===== src/pkg/pmc_cfg.svh =====
// constants of the power mode controller
// assumes inclusion by bare name from design files
`ifndef PMC_CFG_SVH
`define PMC_CFG_SVH
`define PMC_RESET_VECTOR 16'h0000
`define PMC_CLKSEL_LPOSC 1'b0
`endif


===== src/pkg/pmc_pkg.sv =====
// types of the power mode controller
// assumes nothing of its surroundings
package pmc_pkg;
  typedef enum logic [2:0] {
    PMC_NORMAL,
    PMC_IDLE_WAIT,
    PMC_IDLE,
    PMC_STOP,
    PMC_SHUTDOWN
  } pmc_state_type;
endpackage : pmc_pkg


===== src/core/pmc_power_mode_controller.sv =====
// power mode controller: idle, stop and shutdown sequencing plus reset hold
// assumes core signals instruction completion and interrupt return on clk_sys
`include "pmc_cfg.svh"
`timescale 1ns/1ps
`default_nettype none
module pmc_power_mode_controller (
  input  wire logic        clk_sys,
  input  wire logic        rstn,
  input  wire logic        idle_set,
  input  wire logic        stop_set,
  input  wire logic        regulator_off_on_stop,
  input  wire logic        instr_done,
  input  wire logic        irq_pending,
  input  wire logic        interrupt_return_instr,
  input  wire logic        ext_reset_n,
  input  wire logic        por_reset_n,
  input  wire logic        internal_reset,
  input  wire logic        supply_low,
  output logic             core_halt,
  output logic             periph_clk_en,
  output logic             osc_en,
  output logic             regulator_en,
  output logic             analog_pwr_en,
  output logic             pin_hold,
  output logic             idle_bit,
  output logic             system_reset,
  output logic             pc_reset,
  output logic [15:0]      reset_vector,
  output logic             clk_sel,
  output logic             resume_pending
);

  pmc_pkg::pmc_state_type state_q;
  logic                   idle_bit_q;
  logic                   resume_q;
  logic                   rst_q;
  logic                   req_q;
  logic                   sd_q;
  logic                   reset_req;
  logic                   wake_reset;

  //--------------------------------------------------
  // reset sources
  //--------------------------------------------------
  // shutdown is woken only by the pin reset, power-on reset or low supply
  assign wake_reset = !ext_reset_n || !por_reset_n || supply_low;
  assign reset_req  = (state_q == pmc_pkg::PMC_SHUTDOWN) ? wake_reset
                                                          : (wake_reset || internal_reset);

  always_ff @(posedge clk_sys or negedge rstn)
  begin
    if (!rstn)
      rst_q <= 1'b1;
    else
      rst_q <= reset_req;
  end

  //--------------------------------------------------
  // mode state machine
  //--------------------------------------------------
  always_ff @(posedge clk_sys or negedge rstn)
  begin
    if (!rstn)
    begin
      state_q <= pmc_pkg::PMC_NORMAL;
      req_q   <= 1'b0;
      sd_q    <= 1'b0;
    end
    else if (reset_req)
    begin
      state_q <= pmc_pkg::PMC_NORMAL;
      req_q   <= 1'b0;
      sd_q    <= 1'b0;
    end
    else
    begin
      case (state_q)
        pmc_pkg::PMC_NORMAL:
        begin
          if (stop_set)
          begin
            req_q <= 1'b1;
            sd_q  <= regulator_off_on_stop;
          end
          if (instr_done && (stop_set || req_q))
            state_q <= (stop_set ? regulator_off_on_stop : sd_q)
                       ? pmc_pkg::PMC_SHUTDOWN : pmc_pkg::PMC_STOP;
          else if (idle_set && !stop_set && !req_q)
            state_q <= instr_done ? pmc_pkg::PMC_IDLE : pmc_pkg::PMC_IDLE_WAIT;
        end
        pmc_pkg::PMC_IDLE_WAIT:
          if (stop_set)
          begin
            req_q   <= 1'b1;
            sd_q    <= regulator_off_on_stop;
            state_q <= pmc_pkg::PMC_NORMAL;
          end
          else if (instr_done)
            state_q <= pmc_pkg::PMC_IDLE;
        pmc_pkg::PMC_IDLE:
          if (irq_pending)
            state_q <= pmc_pkg::PMC_NORMAL;
        pmc_pkg::PMC_STOP:
          state_q <= pmc_pkg::PMC_STOP;
        pmc_pkg::PMC_SHUTDOWN:
          state_q <= pmc_pkg::PMC_SHUTDOWN;
        default:
          state_q <= pmc_pkg::PMC_NORMAL;
      endcase
    end
  end

  //--------------------------------------------------
  // idle bit and resume bookkeeping
  //--------------------------------------------------
  always_ff @(posedge clk_sys or negedge rstn)
  begin
    if (!rstn)
      idle_bit_q <= 1'b0;
    else if (reset_req)
      idle_bit_q <= 1'b0;
    else if (state_q == pmc_pkg::PMC_IDLE && irq_pending)
      idle_bit_q <= 1'b0;
    else if (idle_set && !stop_set && state_q == pmc_pkg::PMC_NORMAL && !req_q)
      idle_bit_q <= 1'b1;
  end

  // marks that the handler running returns to the instruction after the idle write
  always_ff @(posedge clk_sys or negedge rstn)
  begin
    if (!rstn)
      resume_q <= 1'b0;
    else if (reset_req)
      resume_q <= 1'b0;
    else if (state_q == pmc_pkg::PMC_IDLE && irq_pending)
      resume_q <= 1'b1;
    else if (interrupt_return_instr)
      resume_q <= 1'b0;
  end

  //--------------------------------------------------
  // outputs
  //--------------------------------------------------
  // idle gates only the core; peripherals keep their clock
  assign core_halt      = (state_q != pmc_pkg::PMC_NORMAL
                           && state_q != pmc_pkg::PMC_IDLE_WAIT) || rst_q;
  assign periph_clk_en  = (state_q == pmc_pkg::PMC_NORMAL
                           || state_q == pmc_pkg::PMC_IDLE_WAIT
                           || state_q == pmc_pkg::PMC_IDLE);
  assign osc_en         = periph_clk_en;
  assign regulator_en   = (state_q != pmc_pkg::PMC_SHUTDOWN);
  assign analog_pwr_en  = regulator_en;
  assign pin_hold       = (state_q == pmc_pkg::PMC_STOP
                           || state_q == pmc_pkg::PMC_SHUTDOWN);
  assign idle_bit       = idle_bit_q;
  assign resume_pending = resume_q;
  assign system_reset   = rst_q;
  assign pc_reset       = rst_q;
  assign reset_vector   = `PMC_RESET_VECTOR;
  assign clk_sel        = `PMC_CLKSEL_LPOSC;

  //--------------------------------------------------
  // checks
  //--------------------------------------------------
  AST_IDLE_AFTER_DONE: assert property (@(posedge clk_sys) disable iff (!rstn)
    (state_q == pmc_pkg::PMC_IDLE_WAIT && !instr_done && !stop_set && !reset_req)
      |=> state_q == pmc_pkg::PMC_IDLE_WAIT)
    else $error("idle entered before instruction completed");
  AST_IDLE_PERIPH_RUN: assert property (@(posedge clk_sys) disable iff (!rstn)
    state_q == pmc_pkg::PMC_IDLE |-> periph_clk_en && core_halt)
    else $error("idle stopped peripherals");
  AST_IDLE_WAKE: assert property (@(posedge clk_sys) disable iff (!rstn)
    (state_q == pmc_pkg::PMC_IDLE && irq_pending && !reset_req)
      |=> state_q == pmc_pkg::PMC_NORMAL && !idle_bit_q)
    else $error("interrupt did not end idle");
  AST_RESUME_MARK: assert property (@(posedge clk_sys) disable iff (!rstn)
    (state_q == pmc_pkg::PMC_IDLE && irq_pending && !reset_req) |=> resume_q)
    else $error("resume not marked");
  AST_RESET_IDLE: assert property (@(posedge clk_sys) disable iff (!rstn)
    (state_q == pmc_pkg::PMC_IDLE && internal_reset) |=> rst_q && state_q == pmc_pkg::PMC_NORMAL)
    else $error("reset did not end idle");
  AST_STOP_ENTRY: assert property (@(posedge clk_sys) disable iff (!rstn)
    (state_q == pmc_pkg::PMC_NORMAL && stop_set && !regulator_off_on_stop && instr_done
     && !reset_req) |=> state_q == pmc_pkg::PMC_STOP)
    else $error("stop not entered");
  AST_STOP_CLOCKS: assert property (@(posedge clk_sys) disable iff (!rstn)
    state_q == pmc_pkg::PMC_STOP |-> !osc_en && regulator_en && pin_hold)
    else $error("stop outputs wrong");
  AST_STOP_NO_IRQ: assert property (@(posedge clk_sys) disable iff (!rstn)
    (state_q == pmc_pkg::PMC_STOP && irq_pending && !reset_req) |=> state_q == pmc_pkg::PMC_STOP)
    else $error("interrupt woke stop");
  AST_SHUTDOWN_ENTRY: assert property (@(posedge clk_sys) disable iff (!rstn)
    (state_q == pmc_pkg::PMC_NORMAL && stop_set && regulator_off_on_stop && instr_done
     && !reset_req) |=> state_q == pmc_pkg::PMC_SHUTDOWN && !regulator_en)
    else $error("shutdown not entered");
  AST_SHUTDOWN_WAKE: assert property (@(posedge clk_sys) disable iff (!rstn)
    (state_q == pmc_pkg::PMC_SHUTDOWN && !wake_reset) |=> state_q == pmc_pkg::PMC_SHUTDOWN)
    else $error("shutdown left without pin or power-on reset");
  AST_SUPPLY_HOLD: assert property (@(posedge clk_sys) disable iff (!rstn)
    supply_low |=> system_reset)
    else $error("low supply did not hold reset");
  AST_BOTH_BITS: assert property (@(posedge clk_sys) disable iff (!rstn)
    (state_q == pmc_pkg::PMC_NORMAL && idle_set && stop_set && !reset_req)
      |=> state_q != pmc_pkg::PMC_IDLE && state_q != pmc_pkg::PMC_IDLE_WAIT)
    else $error("idle taken over stop");

  //--------------------------------------------------
  // checks: entry, residency and exit of each mode
  //--------------------------------------------------
  AST_IDLE_BIT_SET: assert property (@(posedge clk_sys) disable iff (!rstn)
    (state_q == pmc_pkg::PMC_NORMAL && idle_set && !stop_set && !req_q && !reset_req)
      |=> idle_bit_q)
    else $error("idle bit not set by idle write");
  AST_IDLE_WAIT_DONE: assert property (@(posedge clk_sys) disable iff (!rstn)
    (state_q == pmc_pkg::PMC_IDLE_WAIT && instr_done && !stop_set && !reset_req)
      |=> state_q == pmc_pkg::PMC_IDLE)
    else $error("idle not entered when instruction completed");
  AST_IDLE_NO_EARLY: assert property (@(posedge clk_sys) disable iff (!rstn)
    (state_q == pmc_pkg::PMC_NORMAL && idle_set && !instr_done && !stop_set && !req_q
     && !reset_req) |=> state_q == pmc_pkg::PMC_IDLE_WAIT && !core_halt)
    else $error("core halted before instruction completed");
  AST_IDLE_WAIT_RUN: assert property (@(posedge clk_sys) disable iff (!rstn)
    (state_q == pmc_pkg::PMC_IDLE_WAIT && !system_reset) |-> !core_halt)
    else $error("core halted while instruction still running");
  AST_IDLE_KEEP: assert property (@(posedge clk_sys) disable iff (!rstn)
    (state_q == pmc_pkg::PMC_IDLE && !irq_pending && !reset_req)
      |=> state_q == pmc_pkg::PMC_IDLE && idle_bit_q)
    else $error("idle left without interrupt or reset");
  AST_IDLE_POWER_ON: assert property (@(posedge clk_sys) disable iff (!rstn)
    state_q == pmc_pkg::PMC_IDLE |-> regulator_en && analog_pwr_en && osc_en && !pin_hold)
    else $error("idle removed power or clocks");
  AST_IDLE_RELEASE: assert property (@(posedge clk_sys) disable iff (!rstn)
    (state_q == pmc_pkg::PMC_IDLE && irq_pending && !reset_req) |=> !core_halt)
    else $error("core not released by interrupt");
  AST_RESUME_HOLD: assert property (@(posedge clk_sys) disable iff (!rstn)
    (resume_q && !interrupt_return_instr && !reset_req) |=> resume_q)
    else $error("resume mark lost before interrupt return");
  AST_RESUME_CLEAR: assert property (@(posedge clk_sys) disable iff (!rstn)
    (resume_q && interrupt_return_instr && !reset_req
     && !(state_q == pmc_pkg::PMC_IDLE && irq_pending)) |=> !resume_q)
    else $error("resume mark kept after interrupt return");
  AST_RESET_VECTOR: assert property (@(posedge clk_sys) disable iff (!rstn)
    system_reset |-> pc_reset && reset_vector == `PMC_RESET_VECTOR)
    else $error("reset does not restart from address zero");
  AST_RESET_CLEARS: assert property (@(posedge clk_sys) disable iff (!rstn)
    reset_req |=> !idle_bit_q && !resume_q)
    else $error("reset left idle bookkeeping set");
  AST_STOP_PENDING: assert property (@(posedge clk_sys) disable iff (!rstn)
    (state_q == pmc_pkg::PMC_NORMAL && req_q && !sd_q && instr_done && !stop_set
     && !reset_req) |=> state_q == pmc_pkg::PMC_STOP)
    else $error("remembered stop request not taken");
  AST_STOP_POWER: assert property (@(posedge clk_sys) disable iff (!rstn)
    state_q == pmc_pkg::PMC_STOP |-> core_halt && !periph_clk_en && analog_pwr_en)
    else $error("stop clocks or regulator wrong");
  AST_STOP_PINS: assert property (@(posedge clk_sys) disable iff (!rstn)
    (state_q == pmc_pkg::PMC_STOP && !reset_req) |=> pin_hold)
    else $error("pins released during stop");
  AST_NORMAL_RUN: assert property (@(posedge clk_sys) disable iff (!rstn)
    state_q == pmc_pkg::PMC_NORMAL |-> !pin_hold && osc_en && periph_clk_en)
    else $error("normal mode clocks or pins wrong");
  AST_STOP_EXIT: assert property (@(posedge clk_sys) disable iff (!rstn)
    (state_q == pmc_pkg::PMC_STOP && reset_req)
      |=> state_q == pmc_pkg::PMC_NORMAL && system_reset)
    else $error("reset did not end stop");
  AST_SHUTDOWN_PENDING: assert property (@(posedge clk_sys) disable iff (!rstn)
    (state_q == pmc_pkg::PMC_NORMAL && req_q && sd_q && instr_done && !stop_set
     && !reset_req) |=> state_q == pmc_pkg::PMC_SHUTDOWN)
    else $error("remembered shutdown request not taken");
  AST_SHUTDOWN_POWER: assert property (@(posedge clk_sys) disable iff (!rstn)
    state_q == pmc_pkg::PMC_SHUTDOWN
      |-> !osc_en && !periph_clk_en && !analog_pwr_en && pin_hold && core_halt)
    else $error("shutdown left power or clocks on");
  AST_SHUTDOWN_INT_RST: assert property (@(posedge clk_sys) disable iff (!rstn)
    (state_q == pmc_pkg::PMC_SHUTDOWN && internal_reset && !wake_reset) |=> !system_reset)
    else $error("internal reset woke shutdown");
  AST_SHUTDOWN_IRQ: assert property (@(posedge clk_sys) disable iff (!rstn)
    (state_q == pmc_pkg::PMC_SHUTDOWN && irq_pending && !wake_reset)
      |=> state_q == pmc_pkg::PMC_SHUTDOWN && !regulator_en)
    else $error("interrupt woke shutdown");
  AST_SHUTDOWN_EXIT: assert property (@(posedge clk_sys) disable iff (!rstn)
    (state_q == pmc_pkg::PMC_SHUTDOWN && wake_reset)
      |=> state_q == pmc_pkg::PMC_NORMAL && system_reset)
    else $error("pin or power-on reset did not end shutdown");
  AST_SUPPLY_STATE: assert property (@(posedge clk_sys) disable iff (!rstn)
    supply_low |=> state_q == pmc_pkg::PMC_NORMAL && core_halt)
    else $error("low supply did not halt the core");
  AST_HALT_IN_RESET: assert property (@(posedge clk_sys) disable iff (!rstn)
    system_reset |-> core_halt)
    else $error("core running during reset");
  AST_LEAVE_RESET: assert property (@(posedge clk_sys) disable iff (!rstn)
    $fell(system_reset) |-> clk_sel == `PMC_CLKSEL_LPOSC
      && reset_vector == `PMC_RESET_VECTOR)
    else $error("reset exit clock or vector wrong");
  AST_BOTH_SHUTDOWN: assert property (@(posedge clk_sys) disable iff (!rstn)
    (state_q == pmc_pkg::PMC_NORMAL && idle_set && stop_set && regulator_off_on_stop
     && instr_done && !reset_req) |=> state_q == pmc_pkg::PMC_SHUTDOWN)
    else $error("idle and stop together did not shut down");
  AST_WAIT_STOP: assert property (@(posedge clk_sys) disable iff (!rstn)
    (state_q == pmc_pkg::PMC_IDLE_WAIT && stop_set && !reset_req)
      |=> state_q == pmc_pkg::PMC_NORMAL && req_q)
    else $error("stop during idle wait not remembered");

endmodule : pmc_power_mode_controller
`default_nettype wire


===== config.mk =====
export PLATFORM = sky130hd
export DESIGN_NAME = pmc_power_mode_controller
export DESIGN_NICKNAME = d
export VERILOG_FILES = /design/src/pkg/pmc_pkg.sv /design/src/core/pmc_power_mode_controller.sv
export VERILOG_INCLUDE_DIRS = /design/src /design/src/pkg
export SDC_FILE = /design/constraint.sdc
export NUM_CORES = 1
export LEC_CHECK = 0
export BUFFER_PORTS_ARGS = -buffer_cell sky130_fd_sc_hd__clkbuf_2
export CAP_MARGIN = 20
export CORE_MARGIN = 2
export CORE_UTILIZATION = 45
export CTS_BUF_LIST = sky130_fd_sc_hd__clkbuf_8 sky130_fd_sc_hd__clkbuf_16
export DETAILED_ROUTE_END_ITERATION = 6
export PLACE_DENSITY = 0.85
export SYNTH_ARGS = -nofsm -noshare
export SYNTH_HDL_FRONTEND = slang
export SYNTH_SLANG_ARGS = --single-unit

===== constraint.sdc =====
create_clock -name clk_sys -period 4.5 [get_ports clk_sys]
set_input_delay 0.9 -clock clk_sys [delete_from_list [all_inputs] [get_ports clk_sys]]
set_output_delay 0.9 -clock clk_sys [all_outputs]
set_load 0.05 [all_outputs]

==> flow_summary.yaml, run 1 <==
floorplanning:
  core-area_mm2: 0.00133
  io-pin-count: 39
  start_util: 0.495
  die_x_um: 42.3
  rows: 13
  dieArea_mm2: 0.00179
  die_h_um: 42.3
synthesis:
  synth_area_um2: 661
  ys_seq_elements: 8
  ys_seq_area_frac: 0.305
  synth.distinct_cells: 27
  avgSynthCellArea_um2: 8.58
  synth_cells: 77
  yosys_warnings: 0
pwr:
  power_frac_clock: 0.406
  p_sw_frac: 0.353
  ir_drop_mv: 0.179
  p_switching_mw: 0.0777
  power.internal_mw: 0.142
  p_leak_nw: 0.365
  comb_power_share: 0.254
  powerDensity_mw_per_mm2: 312
  p_seq_frac: 0.340
cells_and_area:
  stdcell_count: 110
  multi_input_area_um2: 328
  nNetsFinal: 108
  layout_commonest_cell: "clkbuf_2"
  fillers: 136
  final_util: 0.529
  final_layout_size_suffix_gt1_frac: 0.284
  layout_common_cells: "clkbuf_2, conb_1, nor2_1, dfrtp_1, nand2_1"
  seqCellArea_um2: 201
  area_growth_pct: 6.82
  diodes: 0
cts:
  cts_sinks: 8
  cts_resized: 0
  h-tree-depth: 1
  cts_tree: "done"
  root_buffer: "clkbuf_8"
  clk_path_buf_depth: 2
  clock_latency_ns: 0.23
  cts.clk_slew.worst_paths_ns: 0.04
  numCtsBuffers: 3
  cts_hold_buffers: 0
  cts_setup_buffers: 0
critical_path:
  critPathMaxStageDelay_ns: 0.49
  worst-path-buf-inv: 1
  reg2reg_from: "req_q$_DFFE_PN0P_"
  slowest_stage: "dfrtp_1"
  startpoint: "state_q[1]$_DFFE_PN0P_"
  cp_top_family: "flip-flops"
  crit_required_ns: 3.60
  start_kind: "flip-flop"
  critPathKind: "reg -> out"
  arrival_ns: 1.37
  endpoint_kind: "output port"
  crit_chain: "nor2_1, nand2_1, o21ai_0, clkbuf_2"
  crit_fanout: 12
placement:
  io_buffers: 21
  place.gp.congestion: 0.855
  dp_cells: 106
  pre_cts_ws_ns: 2.32
  dp_hpwl_um: 975
drt:
  top_layer: "met4"
  via_per_inst: 4.98
  drt_iter0_drc: 14
  met1Wirelength_um: 518
  wl_met2_um: 567
  vias: 548
  ant_nets: 0
  dr.pass1.iters: 4
  drc_errors: 0
  route.detailed.wl_per_inst_um: 11.4
  finalWirelength_um: 1250
  dr_wl_met3_um: 145
sta:
  fin_skew_ns: 0.00549
  fin_crit_sh: 0.505
  setup_viol: 0
  period_minus_slack_ns: 2.27
  fmax_mhz: 440
  fin_ws_ns: 2.23
  maxSlewViolCount: 0
  fin_hold_ws_ns: 0.509
  grt_setup_unrepaired: "no"
  hold_viol_final: 0
  tns_ns: 0
grt:
  grt.total_usage: 0.144
  first_global_vias: 440
  antenna_found_initial: 0
  grt_pass1_wl_um: 1900
  grt_overflow_total: 0
  grt_max_degree: 13
flow_run:
  cap_violations: 0
min_path:
  hp-class: "in -> async"
outcome:
  status: "completed"
==> metrics by stage <==
step                      total power [mW]  area, um2
final                                0.220        706
after global routing                 0.229        706
after CTS                            0.223        706
after detailed placement             0.132        661
after global placement               0.131        661
after floorplan                      0.133        721
==> final cells by class <==
type / instances / share of cell area
timing repair buffer: 21 / 0.149
multi-input combinational: 60 / 0.465
clock buffer: 3 / 0.0585
tap: 15 / 0.0266
inverter: 2 / 0.0106
clock inverter: 1 / 0.00532
sequential: 8 / 0.285
==> power by group through the flow <==
stage / logic [mW] / clock network [mW] / registers, mW
after global routing: 0.0592 / 0.0950 / 0.0748
after detailed placement: 0.0558 / 0 / 0.0757
after floorplan: 0.0569 / 0 / 0.0762
final: 0.0559 / 0.0893 / 0.0748
after CTS: 0.0558 / 0.0921 / 0.0747
after global placement: 0.0549 / 0 / 0.0757
==> path summary, 6_finish.rpt <==
kind                                         endpoint  slack, ns  depth (start not counted)
setup / recovery                             pin_hold       2.23                          4
hold reg to reg            resume_pending$_DFFE_PN0P_       0.53                          2
max in group asynchronous          pc_reset$_DFF_PN1_       3.73                          1
min in group clk_sys       resume_pending$_DFFE_PN0P_       0.53                          2
hold / removal                       sd_q$_DFFE_PN0P_       0.51                          1
setup reg to reg               state_q[0]$_DFFE_PN0P_       2.94                          4
==> metal layers <==
layer | GRT usage | vias up
met2 | 0.218 | 39
met1 | 0.182 | 242
met5 | 0 | -
li1 | - | 265
met3 | 0.0259 | 2
met4 | 0.100 | 0
==> flip-flops by register name, indices dropped and copies added, names as in the netlist <==
register and flops:
idle_bit 1, pc_reset 1, resume_pending 1, sd_q 1, state_q 3, req_q 1
==> cell usage after synthesis, drive strengths merged <==
master    n  area [um2]
mux2i     2        20.0
buf      23         184
dfstp     1        26.3
nand2     5        18.8
a21o      1        7.51
a2111oi   1        15.0
a21oi     3        15.0
a31oi     1        6.26
nor4bb    1        10.0
nor4      3        18.8
a211oi    1        7.51
dfrtp     7         175
inv       2        7.51
nand3b    1        7.51
or3       1        6.26
o22a      1        8.76
o22ai     1        6.26
conb      1        3.75
nor2      8        37.5
and2b     1        7.51
o21ai     4        20.0
nor3b     1        7.51
nor2b     2        12.5
nor3      4        20.0
a2111o    1        11.3
==> cell families (layout without fill, tap and decap cells) <==
family,count (synthesis),in the layout,share of synthesized area
mux,2,2,0.0303
compound gates,14,14,0.148
other cells,1,17,0.00568
flops,8,8,0.305
simple gates,27,27,0.222
buf+inv,25,27,0.290
Note: power is estimated with default switching activity, not from simulation.
==> run 2: changes to the inputs <==
--- a/config.mk
+++ b/config.mk
@@ -9,10 +9,10 @@
 export BUFFER_PORTS_ARGS = -buffer_cell sky130_fd_sc_hd__clkbuf_2
 export CAP_MARGIN = 20
 export CORE_MARGIN = 2
-export CORE_UTILIZATION = 45
+export CORE_UTILIZATION = 42
 export CTS_BUF_LIST = sky130_fd_sc_hd__clkbuf_8 sky130_fd_sc_hd__clkbuf_16
 export DETAILED_ROUTE_END_ITERATION = 6
-export PLACE_DENSITY = 0.85
+export PLACE_DENSITY = 0.81
 export SYNTH_ARGS = -nofsm -noshare
 export SYNTH_HDL_FRONTEND = slang
 export SYNTH_SLANG_ARGS = --single-unit
==> constraint.sdc (replaced) <==
create_clock -name clk_sys -period 2.35 [get_ports clk_sys]
set_input_delay 0.47 -clock clk_sys [delete_from_list [all_inputs] [get_ports clk_sys]]
set_output_delay 0.47 -clock clk_sys [all_outputs]
set_load 0.05 [all_outputs]
==> flow_summary.yaml, run 2 (same netlist as run 1, synthesis figures left out) <==
cells_and_area:
  seqCellArea_um2: 201
  final_layout_size_suffix_gt1_frac: 0.284
  largest_register_ffs: 3
  layout_commonest_cell: "clkbuf_2"
  stdcell_count: 111
  area_growth_pct: 7.01
  nNetsFinal: 108
  layout_common_cells: "clkbuf_2, conb_1, nor2_1, dfrtp_1, nand2_1"
  diodes: 0
  fillers: 145
  largest-register: "state_q"
  multi_input_area_um2: 328
critical_path:
  start_kind: "flip-flop"
  worst-path-buf-inv: 1
  cp_top_family: "flip-flops"
  critPathMaxStageDelay_ns: 0.49
  slowest_stage: "dfrtp_1"
  crit_fanout: 12
  endpoint_kind: "output port"
  critPathKind: "reg -> out"
  crit_chain: "nor2_1, nand2_1, o21ai_0, clkbuf_2"
  arrival_ns: 1.38
  crit_required_ns: 1.88
grt:
  grt_max_degree: 13
  antenna_found_initial: 0
  grt_pass1_wl_um: 2100
  first_global_vias: 499
  grt.total_usage: 0.148
  grt_overflow_total: 0
cts:
  cts_resized: 0
  h-tree-depth: 1
  clk_path_buf_depth: 2
  cts_setup_buffers: 0
  cts.clk_slew.worst_paths_ns: 0.04
  clock_latency_ns: 0.23
  cts_tree: "done"
  root_buffer: "clkbuf_8"
  cts_hold_buffers: 0
  cts_sinks: 8
  numCtsBuffers: 3
sta:
  setup_viol: 0
  maxSlewViolCount: 0
  hold_viol_final: 0
  grt_setup_unrepaired: "no"
  fin_crit_sh: 0.786
  fin_skew_ns: 0.00295
  tns_ns: 0
  period_minus_slack_ns: 1.85
  fin_hold_ws_ns: 0.0813
  fmax_mhz: 542
pwr:
  p_leak_nw: 0.365
  power.total_mw: 0.423
  powerDensity_mw_per_mm2: 598
  ir_drop_mv: 0.418
placement:
  dp_cells: 107
  dp_hpwl_um: 975
  place.gp.congestion: 0.939
  io_buffers: 21
drt:
  finalWirelength_um: 1280
  via_per_inst: 4.80
  vias: 533
  route.detailed.wl_per_inst_um: 11.5
  drc_errors: 0
  drt_iter0_drc: 7
  ant_nets: 0
  dr.pass1.iters: 4
outcome:
  status: "completed"
floorplanning:
  io-pin-count: 39
  start_util: 0.444
  die_h_um: 43.7
  dieArea_mm2: 0.00191
  core-area_mm2: 0.00149
  rows: 14
  die_x_um: 43.7
flow_run:
  cap_violations: 0
min_path:
  hp-class: "in -> async"
[run 2: cell counts in the layout (fill, tap and decap cells not counted)]
Identical to the previous run, type by type.
[run 2: metal layers]
layer	wire length [um]	global-route usage
met4	17	0.0727
met1	578	0.174
met3	120	0.0375
met2	561	0.247
met5	0	0
[run 2: layout make-up]
type / instances / area share
multi-input combinational: 60 / 0.464
sequential: 8 / 0.285
timing repair buffer: 21 / 0.149
clock buffer: 3 / 0.0584
tap: 16 / 0.0283
inverter: 2 / 0.0106
clock inverter: 1 / 0.00531
[run 2: worst paths after layout]
| check | startpoint | end | slack, ns | cells after the start |
|---|---|---|---|---|
| worst max-delay path | state_q[1]$_DFFE_PN0P_ | pin_hold | 0.50 | 4 |
| worst min-delay path | rstn | resume_pending$_DFFE_PN0P_ | 0.08 | 1 |
| worst max register to register | req_q$_DFFE_PN0P_ | state_q[0]$_DFFE_PN0P_ | 0.80 | 4 |
| worst min register to register | resume_pending$_DFFE_PN0P_ | resume_pending$_DFFE_PN0P_ | 0.52 | 2 |
| max in group asynchronous | rstn | pc_reset$_DFF_PN1_ | 2.02 | 1 |
| min in group clk_sys | internal_reset | state_q[0]$_DFFE_PN0P_ | 0.48 | 2 |
[run 2: where the power goes]
part           internal (mW)  switching (mW)
logic                 0.0189          0.0877
clock network          0.114          0.0597
registers              0.140         0.00281
[run 2: through the flow]
stage	util	cell area, um2	worst slack (ns)
2_1_floorplan	-	721	0.202
3_3_place_gp	0.445	662	0.669
3_5_place_dp	0.445	662	0.637
4_1_cts	0.475	707	0.505
5_1_grt	0.475	707	0.445
6_report	0.475	707	0.504
==> run 3: changes to the inputs <==
==> constraint.sdc (replaced) <==
create_clock -name clk_sys -period 1.7 [get_ports clk_sys]
set_input_delay 0.34 -clock clk_sys [delete_from_list [all_inputs] [get_ports clk_sys]]
set_output_delay 0.34 -clock clk_sys [all_outputs]
set_load 0.05 [all_outputs]
==> flow_summary.yaml, run 3 (same netlist as run 1, synthesis figures left out) <==
pwr:
  power_frac_clock: 0.403
  power.total_mw: 0.583
  p_sw_frac: 0.350
  p_switching_mw: 0.204
  power.internal_mw: 0.379
  ir_drop_mv: 0.514
  p_leak_nw: 0.374
  comb_power_share: 0.258
  powerDensity_mw_per_mm2: 794
  p_seq_frac: 0.339
min_path:
  whs_path_depth: 2
  hp-start: "internal_reset"
  holdPathEnd: "state_q[0]$_DFFE_PN0P_"
  hp-class: "in -> reg"
grt:
  grt_max_degree: 13
  grt_pass1_wl_um: 2170
  grt.total_usage: 0.155
  antenna_found_initial: 0
  first_global_vias: 485
  grt_overflow_total: 0
floorplanning:
  io-pin-count: 39
  dieArea_mm2: 0.00191
  start_util: 0.444
  rows: 14
  die_h_um: 43.7
  die_x_um: 43.7
  core-area_mm2: 0.00149
cts:
  root_buffer: "clkbuf_8"
  h-tree-depth: 1
  cts_tree: "done"
  cts_setup_buffers: 0
  numCtsBuffers: 3
  clk_path_buf_depth: 2
  clock_latency_ns: 0.23
  cts_sinks: 8
  cts.clk_slew.worst_paths_ns: 0.04
drt:
  top_layer: "met3"
  finalWirelength_um: 1270
  met1Wirelength_um: 502
  dr.pass1.iters: 4
  drc_errors: 0
  vias: 553
  dr_wl_met3_um: 136
  ant_nets: 0
  wl_met2_um: 628
  via_per_inst: 4.89
  route.detailed.wl_per_inst_um: 11.2
  drt_iter0_drc: 21
cells_and_area:
  area_growth_pct: 11.2
  diodes: 0
  final_area_um2: 734
  final_layout_size_suffix_gt1_frac: 0.330
  largest-register: "state_q"
  largest_register_ffs: 3
  layout_commonest_cell: "clkbuf_2"
  layout_common_cells: "clkbuf_2, conb_1, nor2_1"
  nNetsFinal: 110
placement:
  pre_cts_ws_ns: 0.0813
  place.gp.congestion: 0.932
  dpl_cell_area_um2: 677
  dp_hpwl_um: 999
  io_buffers: 21
sta:
  fmax_mhz: 613
  fin_crit_sh: 0.959
  maxSlewViolCount: 0
  grt_setup_unrepaired: "no"
  fin_ws_ns: 0.0692
  period_minus_slack_ns: 1.63
  fin_skew_ns: 0.00446
  hold_viol_final: 0
  tns_ns: 0
  setup_viol: 0
outcome:
  status: "completed"
critical_path:
  endpoint_kind: "output port"
  worst_r2r_endpoint: "state_q[0]$_DFFE_PN0P_"
  crit_fanout: 12
  critPathKind: "reg -> out"
  reg2reg_from: "req_q$_DFFE_PN0P_"
  r2r_cells: 4
  ff2ff_setup_slack_ns: 0.11
  start_kind: "flip-flop"
  crit_required_ns: 1.36
  arrival_ns: 1.29
flow_run:
  cap_violations: 0
-- run 3: cell type report --
class / instances / area, um2
clock buffer: 3 / 41.3
clock inverter: 1 / 3.75
fill: 141 / 754
inverter: 2 / 7.51
multi-input combinational: 60 / 335
sequential: 8 / 204
tap: 16 / 20.0
timing repair buffer: 23 / 123
-- run 3: repair_timing --
item                       4_1_cts  5_1_grt
hold buffers                     1        0
resized for setup                1        3
setup endpoints to repair        1        4
hold endpoints to repair         7        0
-- run 3: worst max-delay path, cell delays in order (launching register included) --
cell	delay, ns
dfrtp_2	0.48
or3_1	0.37
buf_2	0.21
-- run 3: how the worst max path moves through the flow --
stage | start | endpoint | depth (start not counted)
global placement | stop_set | state_q[0]$_DFFE_PN0P_ | 5
CTS | state_q[0]$_DFFE_PN0P_ | pin_hold | 4
floorplan | state_q[1]$_DFFE_PN0P_ | periph_clk_en | 3
global route | state_q[1]$_DFFE_PN0P_ | pin_hold | 4
detailed placement | stop_set | state_q[0]$_DFFE_PN0P_ | 5
finish | state_q[1]$_DFFE_PN0P_ | core_halt | 2
-- run 3: power groups by stage --
stage                     sequential (mW)  combinational (mW)  clock (mW)
after floorplan                     0.202               0.151           0
after global placement              0.200               0.146           0
after detailed placement            0.200               0.148           0
after CTS                           0.198               0.150       0.244
after global routing                0.198               0.160       0.254
final                               0.198               0.150       0.235
-- run 3: per-layer routing --
layer  global-route usage  vias up
met3               0.0667        0
met2                0.244       39
li1                     -      269
met5                    0        -
met1                0.190      245
met4               0.0485        0
-- run 3: metrics by stage --
| step | cells | utilization | hold slack (ns) |
|---|---|---|---|
| floorplan | 93 | - | 0.0444 |
| global placement | 108 | 0.455 | 0.197 |
| detailed placement | 108 | 0.455 | 0.202 |
| CTS | 113 | 0.492 | 0.344 |
| global route | 113 | 0.493 | 0.352 |
| finish | 113 | 0.493 | 0.349 |
